<file path="config.mk">
export PLATFORM = sky130hd
export DESIGN_NAME = pgsc_top
export DESIGN_NICKNAME = d
export VERILOG_FILES = /design/src/hdl/pgsc_pkg.sv /design/src/hdl/pgsc_clk_if.sv /design/src/hdl/pgsc_top.sv /design/src/hdl/pgsc_clk_sel.sv
export SDC_FILE = /design/constraint.sdc
export NUM_CORES = 1
export LEC_CHECK = 0
export BUFFER_PORTS_ARGS = -buffer_cell sky130_fd_sc_hd__buf_4
export CORE_UTILIZATION = 51
export CTS_CLUSTER_DIAMETER = 60
export DETAILED_ROUTE_END_ITERATION = 8
export GPL_TIMING_DRIVEN = 0
export PLACE_DENSITY = 0.86
export REMOVE_ABC_BUFFERS = 1
export SLEW_MARGIN = 20
export SYNTH_ARGS = -nofsm -noshare
export SYNTH_HDL_FRONTEND = slang
export SYNTH_HIERARCHICAL = 1
export SYNTH_SLANG_ARGS = --single-unit
export TNS_END_PERCENT = 30
</file>
<file path="constraint.sdc">
create_clock -name core_clk_i -period 4.8 [get_ports core_clk_i]
set_clock_uncertainty 0.15 [all_clocks]
set_input_delay 0.96 -clock core_clk_i [delete_from_list [all_inputs] [get_ports core_clk_i]]
set_output_delay 0.96 -clock core_clk_i [all_outputs]
set_load 0.05 [all_outputs]
</file>
<file path="src/hdl/pgsc_pkg.sv">
// pgsc_pkg: constants and types for the supply-good gating and slow clock select block.
// assumes a single 10 MHz core clock and one trickle-domain power-on reset.
package pgsc_pkg;

  // =====================================================================
  // clocks
  localparam int unsigned CORE_CLK_HZ = 10_000_000;
  localparam int unsigned SLOW_CLK_HZ = 32_768;
  // longest half period: round down, at least one cycle
  localparam int unsigned INT_HALF_CALC = CORE_CLK_HZ / (2 * SLOW_CLK_HZ);
  localparam int unsigned INT_HALF_CYC = (INT_HALF_CALC < 1) ? 1 : INT_HALF_CALC;
  localparam int unsigned DIV_W = 8;

  // =====================================================================
  // configuration register of logical device A
  localparam logic [7:0] SLOW_CLOCK_PRESENCE_IDX = 8'hF0;
  localparam int unsigned ABSENT_BIT = 0;
  localparam int unsigned SRC_INT_BIT = 1;
  localparam logic ABSENT_RST = 1'b0;
  localparam logic [7:0] RDATA_RST = 8'h00;

  // =====================================================================
  // wake-pin bundle layout
  localparam int unsigned WK_KBD = 0;
  localparam int unsigned WK_MOUSE = 1;
  localparam int unsigned WK_IR_RECEIVE = 2;
  localparam int unsigned WK_RI1_N = 3;
  localparam int unsigned WK_RI2_N = 4;
  localparam int unsigned WK_SER2 = 5;
  localparam int unsigned WK_FIXED = 6;

  // gray codes along run -> park -> run
  typedef enum logic [1:0] {
    PGSC_RUN = 2'b00,
    PGSC_PARK = 2'b01
  } pgsc_sel_state_t;

endpackage

</file>
<file path="src/hdl/pgsc_clk_if.sv">
// pgsc_clk_if: slow clock source levels and selected output between top and selector.
// assumes both ends sit on core_clk_i.
`timescale 1ns/10ps
interface pgsc_clk_if;
  logic ext_lvl;
  logic int_lvl;
  logic sel_absent;
  logic slow_clk;
  logic slow_tick;
  logic src_int;

  modport ctrl (
    output ext_lvl,
    output int_lvl,
    output sel_absent,
    input slow_clk,
    input slow_tick,
    input src_int
  );
  modport mux (
    input ext_lvl,
    input int_lvl,
    input sel_absent,
    output slow_clk,
    output slow_tick,
    output src_int
  );
endinterface

</file>
<file path="src/hdl/pgsc_top.sv">
// pgsc_top: supply-good gating of host config access and slow clock source selection.
// assumes rst_n_i is the trickle-supply power-on reset and the core clock keeps running
// on trickle power; supply_good_flag_i and all pins are asynchronous and are synchronised.
`timescale 1ns/10ps
module pgsc_top
  import pgsc_pkg::*;
#(
  parameter int unsigned GPI_W = 8
) (
  input wire logic core_clk_i,              // core clock, 10 MHz
  input wire logic rst_n_i,                 // trickle power-on reset, active low
  input wire logic supply_good_flag_i,      // main supply good, async
  input wire logic cfg_ldev_a_i,            // logical device A selected
  input wire logic [7:0] cfg_index_i,       // config register index
  input wire logic [7:0] cfg_wdata_i,       // config write data
  input wire logic cfg_wr_i,                // config write strobe
  input wire logic cfg_rd_i,                // config read strobe
  output logic [7:0] cfg_rdata_o,           // config read data
  input wire logic slow_clock_pin_i,        // external 32.768 kHz pin
  input wire logic kbd_data_line_i,         // keyboard data pin
  input wire logic mouse_data_line_i,       // mouse data pin
  input wire logic ir_receive_i,            // infrared receive pin
  input wire logic ring_indicator_1_n_i,    // ring indicator 1, active low
  input wire logic ring_indicator_2_n_i,    // ring indicator 2, active low
  input wire logic serial2_receive_i,       // serial 2 receive pin
  input wire logic [GPI_W-1:0] gpi_i,       // wake-capable general inputs
  output logic [WK_FIXED+GPI_W-1:0] wake_pins_o, // synchronised wake pins
  input wire logic wake_event_req_i,        // wake logic asserts event
  output logic wake_event_out_n_o,          // wake event output, active low
  output logic wake_event_out_oe_o,         // open-drain enable
  input wire logic ir_tx_ctl_i,             // IR transmit from logic
  input wire logic ir_tx_alt_ctl_i,         // alternate IR transmit from logic
  output logic ir_transmit_o,               // IR transmit pin
  output logic ir_transmit_alt_o,           // alternate IR transmit pin
  input wire logic [1:0] led_ctl_i,         // LED drive from blink logic
  output logic indicator_light_1_o,         // LED 1 pin
  output logic indicator_light_2_o,         // LED 2 pin
  input wire logic ir_hd_timeout_req_i,     // IR half-duplex timeout wanted
  output logic ir_hd_timeout_en_o,          // IR half-duplex timeout enable
  output logic supply_good_o,               // synchronised supply-good
  output logic slow_clock_absent_o,         // configured absent bit
  output logic slow_clk_o,                  // selected slow clock level
  output logic slow_tick_o                  // slow clock rising edge pulse
);

  localparam int unsigned WK_W = WK_FIXED + GPI_W;

  typedef struct packed {
    logic [1:0] sg_sync;
    logic [1:0] ext_sync;
    logic [WK_W-1:0] wk_meta;
    logic [WK_W-1:0] wk_stable;
    logic absent;
    logic [7:0] rdata;
    logic [DIV_W-1:0] div_cnt;
    logic int_lvl;
    logic pme_n;
    logic irtx;
    logic irtx_alt;
    logic [1:0] led;
    logic hd_en;
  } pgsc_reg_t;

  pgsc_reg_t q, d;
  logic [WK_W-1:0] wk_raw;
  logic sg;
  logic hit;
  pgsc_clk_if cs ();

  function automatic logic cfg_hit(input logic ldev, input logic [7:0] idx, input logic good);
    cfg_hit = good && ldev && (idx == SLOW_CLOCK_PRESENCE_IDX);
  endfunction

  assign wk_raw = {gpi_i, serial2_receive_i, ring_indicator_2_n_i, ring_indicator_1_n_i,
                   ir_receive_i, mouse_data_line_i, kbd_data_line_i};
  assign sg = q.sg_sync[1];
  assign hit = cfg_hit(cfg_ldev_a_i, cfg_index_i, sg);

  // =====================================================================
  // next state
  always_comb begin
    d = q;
    d.sg_sync = {q.sg_sync[0], supply_good_flag_i};
    d.ext_sync = {q.ext_sync[0], slow_clock_pin_i};
    d.wk_meta = wk_raw;
    d.wk_stable = q.wk_meta;

    if (hit && cfg_wr_i) begin
      d.absent = cfg_wdata_i[ABSENT_BIT];
    end
    d.rdata = RDATA_RST;
    if (hit && cfg_rd_i) begin
      d.rdata[ABSENT_BIT] = q.absent;
      d.rdata[SRC_INT_BIT] = cs.src_int;
    end

    // internal source parks low once main supply is gone
    // a high phase runs to its end first, so no runt reaches the selector
    if (!sg && !q.int_lvl) begin
      d.div_cnt = '0;
      d.int_lvl = 1'b0;
    end else if (q.div_cnt == DIV_W'(INT_HALF_CYC - 1)) begin
      d.div_cnt = '0;
      d.int_lvl = ~q.int_lvl;
    end else begin
      d.div_cnt = q.div_cnt + DIV_W'(1);
    end

    d.pme_n = ~wake_event_req_i;
    d.irtx = ir_tx_ctl_i;
    d.irtx_alt = ir_tx_alt_ctl_i;
    d.led = led_ctl_i;
    d.hd_en = ir_hd_timeout_req_i & sg;
  end

  // =====================================================================
  // state register
  // trickle reset clears all but pme_n, which it sets high
  always_ff @(posedge core_clk_i or negedge rst_n_i) begin
    if (!rst_n_i) begin
      q <= '{sg_sync: 2'h0, ext_sync: 2'h0, wk_meta: '0, wk_stable: '0,
             absent: ABSENT_RST, rdata: RDATA_RST, div_cnt: '0, int_lvl: 1'b0,
             pme_n: 1'b1, irtx: 1'b0, irtx_alt: 1'b0, led: 2'h0, hd_en: 1'b0};
    end else begin
      q <= d;
    end
  end

  // =====================================================================
  // slow clock source
  // bit picks source
  assign cs.ext_lvl = q.ext_sync[1];
  assign cs.int_lvl = q.int_lvl;
  assign cs.sel_absent = q.absent;

  pgsc_clk_sel u_sel (
    .core_clk_i (core_clk_i),
    .rst_n_i (rst_n_i),
    .cs (cs)
  );

  // =====================================================================
  // outputs
  assign cfg_rdata_o = q.rdata;
  assign wake_pins_o = q.wk_stable;
  // open drain: only drive the low level
  assign wake_event_out_n_o = 1'b0;
  assign wake_event_out_oe_o = ~q.pme_n;
  assign ir_transmit_o = q.irtx;
  assign ir_transmit_alt_o = q.irtx_alt;
  assign indicator_light_1_o = q.led[0];
  assign indicator_light_2_o = q.led[1];
  assign ir_hd_timeout_en_o = q.hd_en & sg;
  assign supply_good_o = sg;
  assign slow_clock_absent_o = q.absent;
  assign slow_clk_o = cs.slow_clk;
  assign slow_tick_o = cs.slow_tick;

endmodule

</file>
<file path="src/hdl/pgsc_clk_sel.sv">
// pgsc_clk_sel: glitch-free switch between external and internal slow clock levels.
// assumes its levels are already synchronous to core_clk_i.
`timescale 1ns/10ps
module pgsc_clk_sel
  import pgsc_pkg::*;
(
  input wire logic core_clk_i, // core clock
  input wire logic rst_n_i,    // trickle power-on reset, active low
  pgsc_clk_if.mux cs           // source levels in, selected clock out
);

  typedef struct packed {
    pgsc_sel_state_t st;
    logic cur_int;
    logic out;
    logic tick;
  } pgsc_sel_reg_t;

  pgsc_sel_reg_t q, d;
  logic cur_lvl;
  logic new_lvl;

  assign cur_lvl = q.cur_int ? cs.int_lvl : cs.ext_lvl;
  assign new_lvl = cs.sel_absent ? cs.int_lvl : cs.ext_lvl;

  // =====================================================================
  // source switch
  always_comb begin
    d = q;
    d.tick = 1'b0;
    case (q.st)
      PGSC_RUN: begin
        d.out = cur_lvl;
        if ((cs.sel_absent != q.cur_int) && !cur_lvl) begin
          d.st = PGSC_PARK;
          d.out = 1'b0;
        end
      end
      PGSC_PARK: begin
        d.out = 1'b0;
        if (!new_lvl) begin
          d.cur_int = cs.sel_absent;
          d.st = PGSC_RUN;
        end
      end
      default: begin
        d.st = PGSC_RUN;
        d.out = 1'b0;
      end
    endcase
    d.tick = d.out & ~q.out;
  end

  always_ff @(posedge core_clk_i or negedge rst_n_i) begin
    if (!rst_n_i) begin
      q <= '{st: PGSC_RUN, cur_int: ABSENT_RST, out: 1'b0, tick: 1'b0};
    end else begin
      q <= d;
    end
  end

  assign cs.slow_clk = q.out;
  assign cs.slow_tick = q.tick;
  assign cs.src_int = q.cur_int;

endmodule

</file>
# Word-level counts from Yosys, hierarchy flattened
# Cells that the tools add are included.
[op_classes]
eq_ne = 6
bitwise_logic = 8
n_addsub = 1
n_mux = 11
reduce_logical = 13
[ops]
columns = ["operator", "n"]
rows = [
  ["$eq A8 B8 Y1 const B", 2],
  ["$mux W9", 1],
  ["$add A8 B1 Y8 const B", 1],
  ["$mux W8", 1],
  ["$logic_and A1 B1 Y1", 6],
  ["$mux W1", 5],
  ["$not A1 Y1", 5],
  ["$mux W2", 2],
  ["$pmux W2 S2", 1],
  ["$reduce_and A2 Y1", 2],
  ["$and A1 B1 Y1", 3],
  ["$logic_not A1 Y1", 3],
  ["$mux W3", 1],
  ["$eq A2 B1 Y1 const B", 1],
  ["$logic_not A2 Y1", 1],
  ["$ne A2 B1 Y1 const B", 1],
  ["$ne A2 B2 Y1 const B", 1],
  ["$reduce_bool A2 Y1", 1],
  ["$ne A1 B1 Y1", 1],
]
[totals]
elab_cells = 56
reg_bits = 55
inputBits = 43

# Logic depth before layout (Yosys ltp)
# Gate-level depths: netlist of the first run.
[logic_depth]
ltp_word = 6
mapped_depth = 4
depth_no_buf = 4

# Hierarchy
# The synthesis of the first run kept the hierarchy.
[by_module_without_submodules]
columns = ["module", "area_per_inst_um2", "n_inst", "cells_each"]
rows = [
  ["pgsc_top", 1715.4, 1, 120],
  ["pgsc_clk_sel", 181.4, 1, 17],
]

# Worst setup path before layout of the first run
# No wires, ideal clock.
[synth_path]
kind = "register -> output"
startpoint = "register q (netlist bit supply_good_o)"
endpoint = "output ir_hd_timeout_en_o"
n_path_buf = 0
path_slack_ps = 2521
path_stages_with_launch = 2
arrival_time_ps = 1169
cell_sequence = "dfrtp_1 -> and2_1"
[synth_between]
elab_chain_len = 1
[synth_lines]
columns = ["item", "line_no", "text"]
rows = [
  ["start: declaration", "pgsc_top.sv:64", "pgsc_reg_t q, d;"],
  ["start signal: assignment", "pgsc_top.sv:121", "q <= '{sg_sync: 2'h0, ext_sync: 2'h0, wk_meta: '0, wk_stable: '0,"],
  ["$and A1 B1 Y1", "pgsc_top.sv:153", "assign ir_hd_timeout_en_o = q.hd_en & sg;"],
  ["end: declaration", "pgsc_top.sv:39", "output logic ir_hd_timeout_en_o,"],
]
# Every way passes these cells.

# Worst setup path after layout of the first run
# Same ends and word-level chain as after synthesis.

==> out/results.ini, run 1 <==
[outcome]
run_status=finished, final reports clean

[logic_synthesis]
synth_enable_flop_cells=0
synth.cell_area_um2=1900
synthMuxAreaShare=0.0165
synth-simple-area-share=0.106
ys_ff_latch=54
postSynth.asyncResetShare=1.00
post-synth-top-area-cell=dfrtp_1
synthMostInstantiatedCell=dfrtp_1
synth-compound-area-share=0.0376
yosys.area.top_type_share=0.699
synth_adder_area_share=0.0132
average_footprint_of_a_synthesized_cell_um2=13.8
synth.top_cells.by_area=dfrtp_1 70%, buf_4 9.1%, a21oi_1 1.6%, nor2_1 1.6%, dfstp_2 1.4%
synth_sequential_area_ratio=0.713
largest_family_of_logic_cells_by_synthesized_area=simple AND/OR/NAND/NOR gates
synthXorXnorAreaFrac=0.00923
yosysWarnings=6
gate_count_after_technology_mapping=137
post_synth_num_cell_types=28
postSynth.topFlopCell=dfrtp_1
most_used_standard_cells_in_the_synthesized_netlist=53 x dfrtp_1, 23 x buf_4, 8 x nor2_1, 6 x a21oi_1, 6 x inv_1

[grt]
top_usage_layer=met2
grtUsageMet1=0.165
grt_pass1_wl_mm=4.98
grt-ovfl-total=0
grt_pass1_vias=1209
grtUsageTotal=0.171
grt_util_met2=0.285
antenna_found_initial=0
grt_max_degree=55
gr-usage-met3=0.0931

[clocking]
post-cts-setup-buffer-count=0
cts_made_buffers=5
ctsLongestPathBuffers=2
h-tree-depth=2
clkSinkCount=54
cts_hold_repair.buffers=0
clk-insertion-delay-late_ns=0.30
root_buffer=clkbuf_8
clkTransAtPathRegs_ns=0.09
cts_repair_resize_count=0
clock_tree_from_tritoncts=done

[power_and_ir_drop]
power.switching_fraction=0.252
p_leak_nw=1.15
internal_power_w=0.000672
power.switching_w=0.000227
power.combinational.fraction=0.130
power_density_nw_per_um2=379
clock_power_share=0.326
report.power.total_w=0.000899
worst_ir_drop_vdd_mv=0.288
power.share.sequential=0.544

[timing]
hold_slack_ns=0.204
fraction_of_the_cycle_the_final_worst_path_needs=0.461
finalMaxSlewViolations=0
finalSetupViolCount=0
final.setup.worst_slack_ns=2.59
min_period_ns=2.21
achievable-frequency_mhz=452
setup_tns_ns=0
timing_worst_slew_pin_value_ns=0.631
worst_slew_margin_rel=0.579
unrepaired_setup_endpoints_after_global_routing=no
timing_hold_violations_final=0

[setup_path]
cp.arrival_ns=1.10
worst_path_max_delay_cell=dfrtp_1
worstPathRequired_ns=3.69
critical_path.max_stage_delay_ns=0.45
worst-r2r-cell-count=3
worst-path-max-fanout=7
critical_path.startpoint_type=flop
worst-setup-path-type=flop to primary output
crit_path_end_kind=primary output
crit_path_cell_trace=and2_1 > buf_4

[floorplan]
ios=76
rows=21
placeableCoreArea_um2=3440
fp.dieH_um=63.0
die_area_um2=3970
die_width_um=63.0
floorplan.initialDensity=0.551

[finish]
antennaDiodeCount=0
fin_nets=233
drive_gt1_frac=0.386
finalInstanceArea_um2=2370
area_growth_pct=25.1

[placement]
place_worst_setup_slack_ns=2.53
postPlaceCellArea_um2=2260
dpl.hpwl_mm=2.25
port-buffer-count=61
place.gp.congestion=0.713

[job]
drv.max_cap_violation_count=0

[route]
dr.pass1.iters=4
detailedRoute.firstIterationViolations=11
wl_mm=3.09
drc_errors=0
wl_per_cell_um=13.1
routed-via-count=1145
detail-route-antenna-nets=0
routed_via_density=4.87

[hold_path]
hold_depth=0
worstHoldPathType=flop to flop

==> metrics by stage <==
| stage | instances | utilization |
|---|---|---|
| 6_report | 235 | 0.689 |
| 5_1_grt | 235 | 0.689 |
| 4_1_cts | 235 | 0.689 |
| 3_5_place_dp | 227 | 0.657 |
| 3_3_place_gp | 227 | 0.657 |
| 2_1_floorplan | 120 | - |
==> worst max-delay path: cells and delay by family, from the launching register on <==
family / cells / cell delay (ns)
simple gates: 1 / 0.17
flops: 1 / 0.45
buf+inv: 1 / 0.18
==> metal layers <==
metal	vias up	wire [um]	part of all wire
met2	67	1560	0.51
met3	4	363	0.12
li1	524	-	-
met5	-	0	0
met4	0	48	0.016
met1	550	1110	0.36
==> cells by family (layout without fill, tap and decap cells) <==
logic type | Yosys count | in the layout
xor gates and xnor gates | 2 | 2
and+or+nand+nor | 33 | 33
adders and majority gates | 2 | 2
muxes | 3 | 3
AOI/OAI and AO/OA | 13 | 13
DFF | 54 | 54
buffers and inverters | 29 | 75
other | 1 | 7
==> power by group through the flow <==
| stage | Sequential [W] | Combinational (W) | Clock, W |
|---|---|---|---|
| after floorplan | 0.000535 | 0.0000271 | 0 |
| after global placement | 0.000497 | 0.000115 | 0 |
| after detailed placement | 0.000499 | 0.000118 | 0 |
| after CTS | 0.000490 | 0.000118 | 0.000301 |
| after global routing | 0.000492 | 0.000124 | 0.000317 |
| final | 0.000489 | 0.000117 | 0.000293 |
==> registers in the layout (all words and copies together) (netlist names) <==
| signal | cells |
|---|---|
| u_sel/cs.slow_tick | 1 |
| ir_transmit_alt_o | 1 |
| cfg_rdata_o | 2 |
| u_sel/cs.slow_clk | 1 |
| cs.ext_lvl | 1 |
| cs.int_lvl | 1 |
| indicator_light_2_o | 1 |
| slow_clock_absent_o | 1 |
| u_sel/q | 1 |
| q | 10 |
| wake_pins_o | 14 |
| u_sel/cs.src_int | 1 |
| indicator_light_1_o | 1 |
| supply_good_o | 1 |
| ir_transmit_o | 1 |
| d | 16 |
==> layout make-up <==
cell class,count,area [um2]
clock inverters,2,37.5
inverters,6,22.5
multi-input cells,60,372
clock buffers,6,72.6
well taps,46,57.6
fillers,226,1070
repair buffers,61,458
flip-flops and latches,54,1350
==> layout by cell type (no fill, tap or decap), drive strengths merged <==
cell       n
buf       61
dfrtp     53
nor2       8
conb       7
a21oi      7
inv        6
clkbuf     6
o21ai      4
nand3      3
nor3       3
and4       3
and2       3
or3        3
nand4      2
nand2      2
xnor2      2
ha         2
mux2i      2
nor3b      2
or4b       2
o22ai      1
a31oi      1
nor4bb     1
mux2       1
bufinv     1
clkinvlp   1
dfstp      1
nand2b     1
==> worst paths after layout <==
path | slack [ns] | endpoint | from
worst max-delay path | 2.59 | ir_hd_timeout_en_o | supply_good_o
worst min-delay path | 0.20 | wake_pins_o[8] | d[32]
worst max register to register | 2.96 | q[12] | q[12]
worst min register to register | 0.20 | wake_pins_o[8] | d[32]
max in group asynchronous | 3.56 | u_sel/cs.slow_tick | rst_n_i
min in group asynchronous | 0.51 | ir_transmit_alt_o | rst_n_i
Note: power is estimated with default switching activity, not from simulation.
==> inputs of run 2 (changes only) <==
CORE_UTILIZATION = 42   (was 51)
PLACE_DENSITY = 0.76   (was 0.86)
clock period = 2 ns   (was 4.8 ns; I/O delays follow)
==> run 2 against run 1 <==
Clock-buffer cell count unchanged; register-to-register slack lost 2.8 ns; setup slack worse by 2.5 ns; clock power increased by 99%; utilization fell by 15 points; non-clock buffer count rose by 1; first-iteration DRC count grew to 5.9 times the previous value; sequential share of layout area rose by 0.091 points; sequential power up 140%; critical path type is now flop to flop; hold slack lost 0.15 ns; final area is 0.16% lower; global-route usage fell by 4.1 points; highest routed layer unchanged.
==> out/results.ini, run 2 (synthesis results as in run 1) <==
[timing]
setup_tns_ns=0  ; unchanged
unrepaired_setup_endpoints_after_global_routing=no
worst_slew_margin_rel=0.573  ; -0.00627
fraction_of_the_cycle_the_final_worst_path_needs=0.940
timing_worst_slew_pin_value_ns=0.640  ; +0.00940 ns
min_period_ns=1.88
achievable-frequency_mhz=532
finalMaxSlewViolations=0  ; unchanged
finalSetupViolCount=0  ; unchanged
timing_hold_violations_final=0  ; unchanged

[finish]
flip_flop_count_of_the_largest_register_all_copies_and_words_added=16  ; unchanged
area_growth_pct=24.9
fin_nets=234  ; +0.43%
layout_common_cells=61 x buf_4, 53 x dfrtp_1, 8 x nor2_1
final.fill_count=363  ; +61%
antennaDiodeCount=0  ; unchanged
most_common_library_cell_in_the_layout_ignoring_fill_and_taps=buf_4
finalInstanceArea_um2=2370  ; -0.16%
drive_gt1_frac=0.384  ; -0.00203

[power_and_ir_drop]
power_density_nw_per_um2=861  ; +130%
worst_ir_drop_vdd_mv=0.727  ; +150%
p_leak_nw=1.15  ; -0.47%

[grt]
grt_max_degree=55  ; unchanged
grt_pass1_wl_mm=4.75  ; -4.6%
grt-ovfl-total=0  ; unchanged
grtUsageTotal=0.131  ; -0.0407
grt_pass1_vias=1107  ; -8.4%
antenna_found_initial=0  ; unchanged

[job]
drv.max_cap_violation_count=0  ; unchanged

[clocking]
clkSinkCount=54  ; unchanged
clkTransAtPathRegs_ns=0.09  ; about the same
cts_made_buffers=5  ; unchanged
clock_tree_from_tritoncts=done
h-tree-depth=2  ; unchanged
root_buffer=clkbuf_8
ctsLongestPathBuffers=2  ; unchanged
clk-insertion-delay-late_ns=0.30  ; about the same

[setup_path]
crit_path_end_kind=flop
critical_path.startpoint_type=flop
worst-path-max-fanout=7  ; unchanged
cp.arrival_ns=1.90  ; +0.80 ns
worst-setup-path-type=flop to flop
worstPathRequired_ns=2.02  ; -1.67 ns

[floorplan]
placeableCoreArea_um2=4350  ; +26%
die_area_um2=4790  ; +21%
fp.dieH_um=69.2  ; +9.9%
floorplan.initialDensity=0.436  ; -0.115
rows=24  ; +14%
die_width_um=69.2  ; +9.9%
ios=76  ; unchanged

[outcome]
run_status=finished, final reports clean

[route]
routed_via_density=4.69  ; -3.7%
wl_mm=2.92  ; -5.3%
detail-route-antenna-nets=0  ; unchanged
detailedRoute.firstIterationViolations=65  ; +54
dr.pass1.iters=4  ; unchanged
routed-via-count=1135  ; -0.87%
wl_per_cell_um=12.1  ; -8.0%
drc_errors=0  ; unchanged

[placement]
place.gp.congestion=0.747  ; +4.9%
dpl.hpwl_mm=2.13  ; -5.0%
postPlaceCellArea_um2=2270  ; +0.33%
port-buffer-count=61  ; unchanged

[hold_path]
worstHoldPathType=input pin to flop

## run 2: cell types whose count changed in the layout (fill, tap and decap cells not counted)
cell and delta:
bufinv_16 -1, dlygate4sd3_1 +1, inv_6 +1
## run 2: path summary, 6_finish.rpt
| check | start | end | slack [ns] | depth (start not counted) |
|---|---|---|---|---|
| setup / recovery | q[12] | q[10] | 0.12 | 3 |
| max in group asynchronous | rst_n_i | ir_transmit_alt_o | 0.75 | 2 |
| hold reg to reg | d[31] | wake_pins_o[7] | 0.21 | 0 |
| hold / removal | led_ctl_i[1] | indicator_light_2_o | 0.05 | 1 |
| min in group asynchronous | rst_n_i | d[25] | 0.52 | 2 |
| setup reg to reg | q[12] | q[10] | 0.12 | 3 |
## run 2: worst max-delay path: stages, from the launching register on
cell	delay (ns)
dfrtp_1	0.42
or4b_4	0.57
o22ai_1	0.51
nor2_1	0.11
## run 2: per-layer routing
layer | wire length, um | GRT usage | share of wire
met1 | 1150 | 0.143 | 0.39
met2 | 1410 | 0.206 | 0.48
met3 | 349 | 0.0770 | 0.12
met4 | 17 | 0.0544 | 0.0058
met5 | 0 | 0 | 0
## run 2: area by class of cell
type | instances | area (um2) | area share
flip-flops and latches | 54 | 1350 | 0.571
well taps | 52 | 65.1 | 0.0275
clock buffers | 6 | 72.6 | 0.0306
inverters | 6 | 22.5 | 0.00951
multi-input cells | 60 | 372 | 0.157
repair buffers | 62 | 468 | 0.198
clock inverters | 2 | 16.3 | 0.00687
## run 2: repair_timing
| action | CTS | global route |
|---|---|---|
| buffers inserted | 0 | 0 |
| hold buffers | 1 | 0 |
| endpoints found under the setup margin | 0 | 0 |
| resized for setup | 0 | 0 |
| hold endpoints to repair | 53 | 0 |
## run 2: power breakdown
part | leakage, nW | switching [W] | internal [W] | total [W]
clock network | 0.0418 | 0.000331 | 0.000252 | 0.000583
logic | 0.444 | 0.000185 | 0.0000959 | 0.000281
registers | 0.660 | 0.0000300 | 0.00115 | 0.00118
## run 2: stage by stage
stage | total power [W] | instances | hold WS, ns | setup WS (ns) | util
after floorplan | 0.00135 | 120 | -0.0456 | 0.248 | -
after detailed placement | 0.00148 | 233 | 0.186 | 0.134 | 0.521
after CTS | 0.00207 | 242 | 0.0387 | 0.122 | 0.544
after global routing | 0.00214 | 242 | 0.0265 | 0.0361 | 0.544
final | 0.00204 | 242 | 0.0509 | 0.120 | 0.544
after global placement | 0.00147 | 233 | 0.182 | 0.166 | 0.521
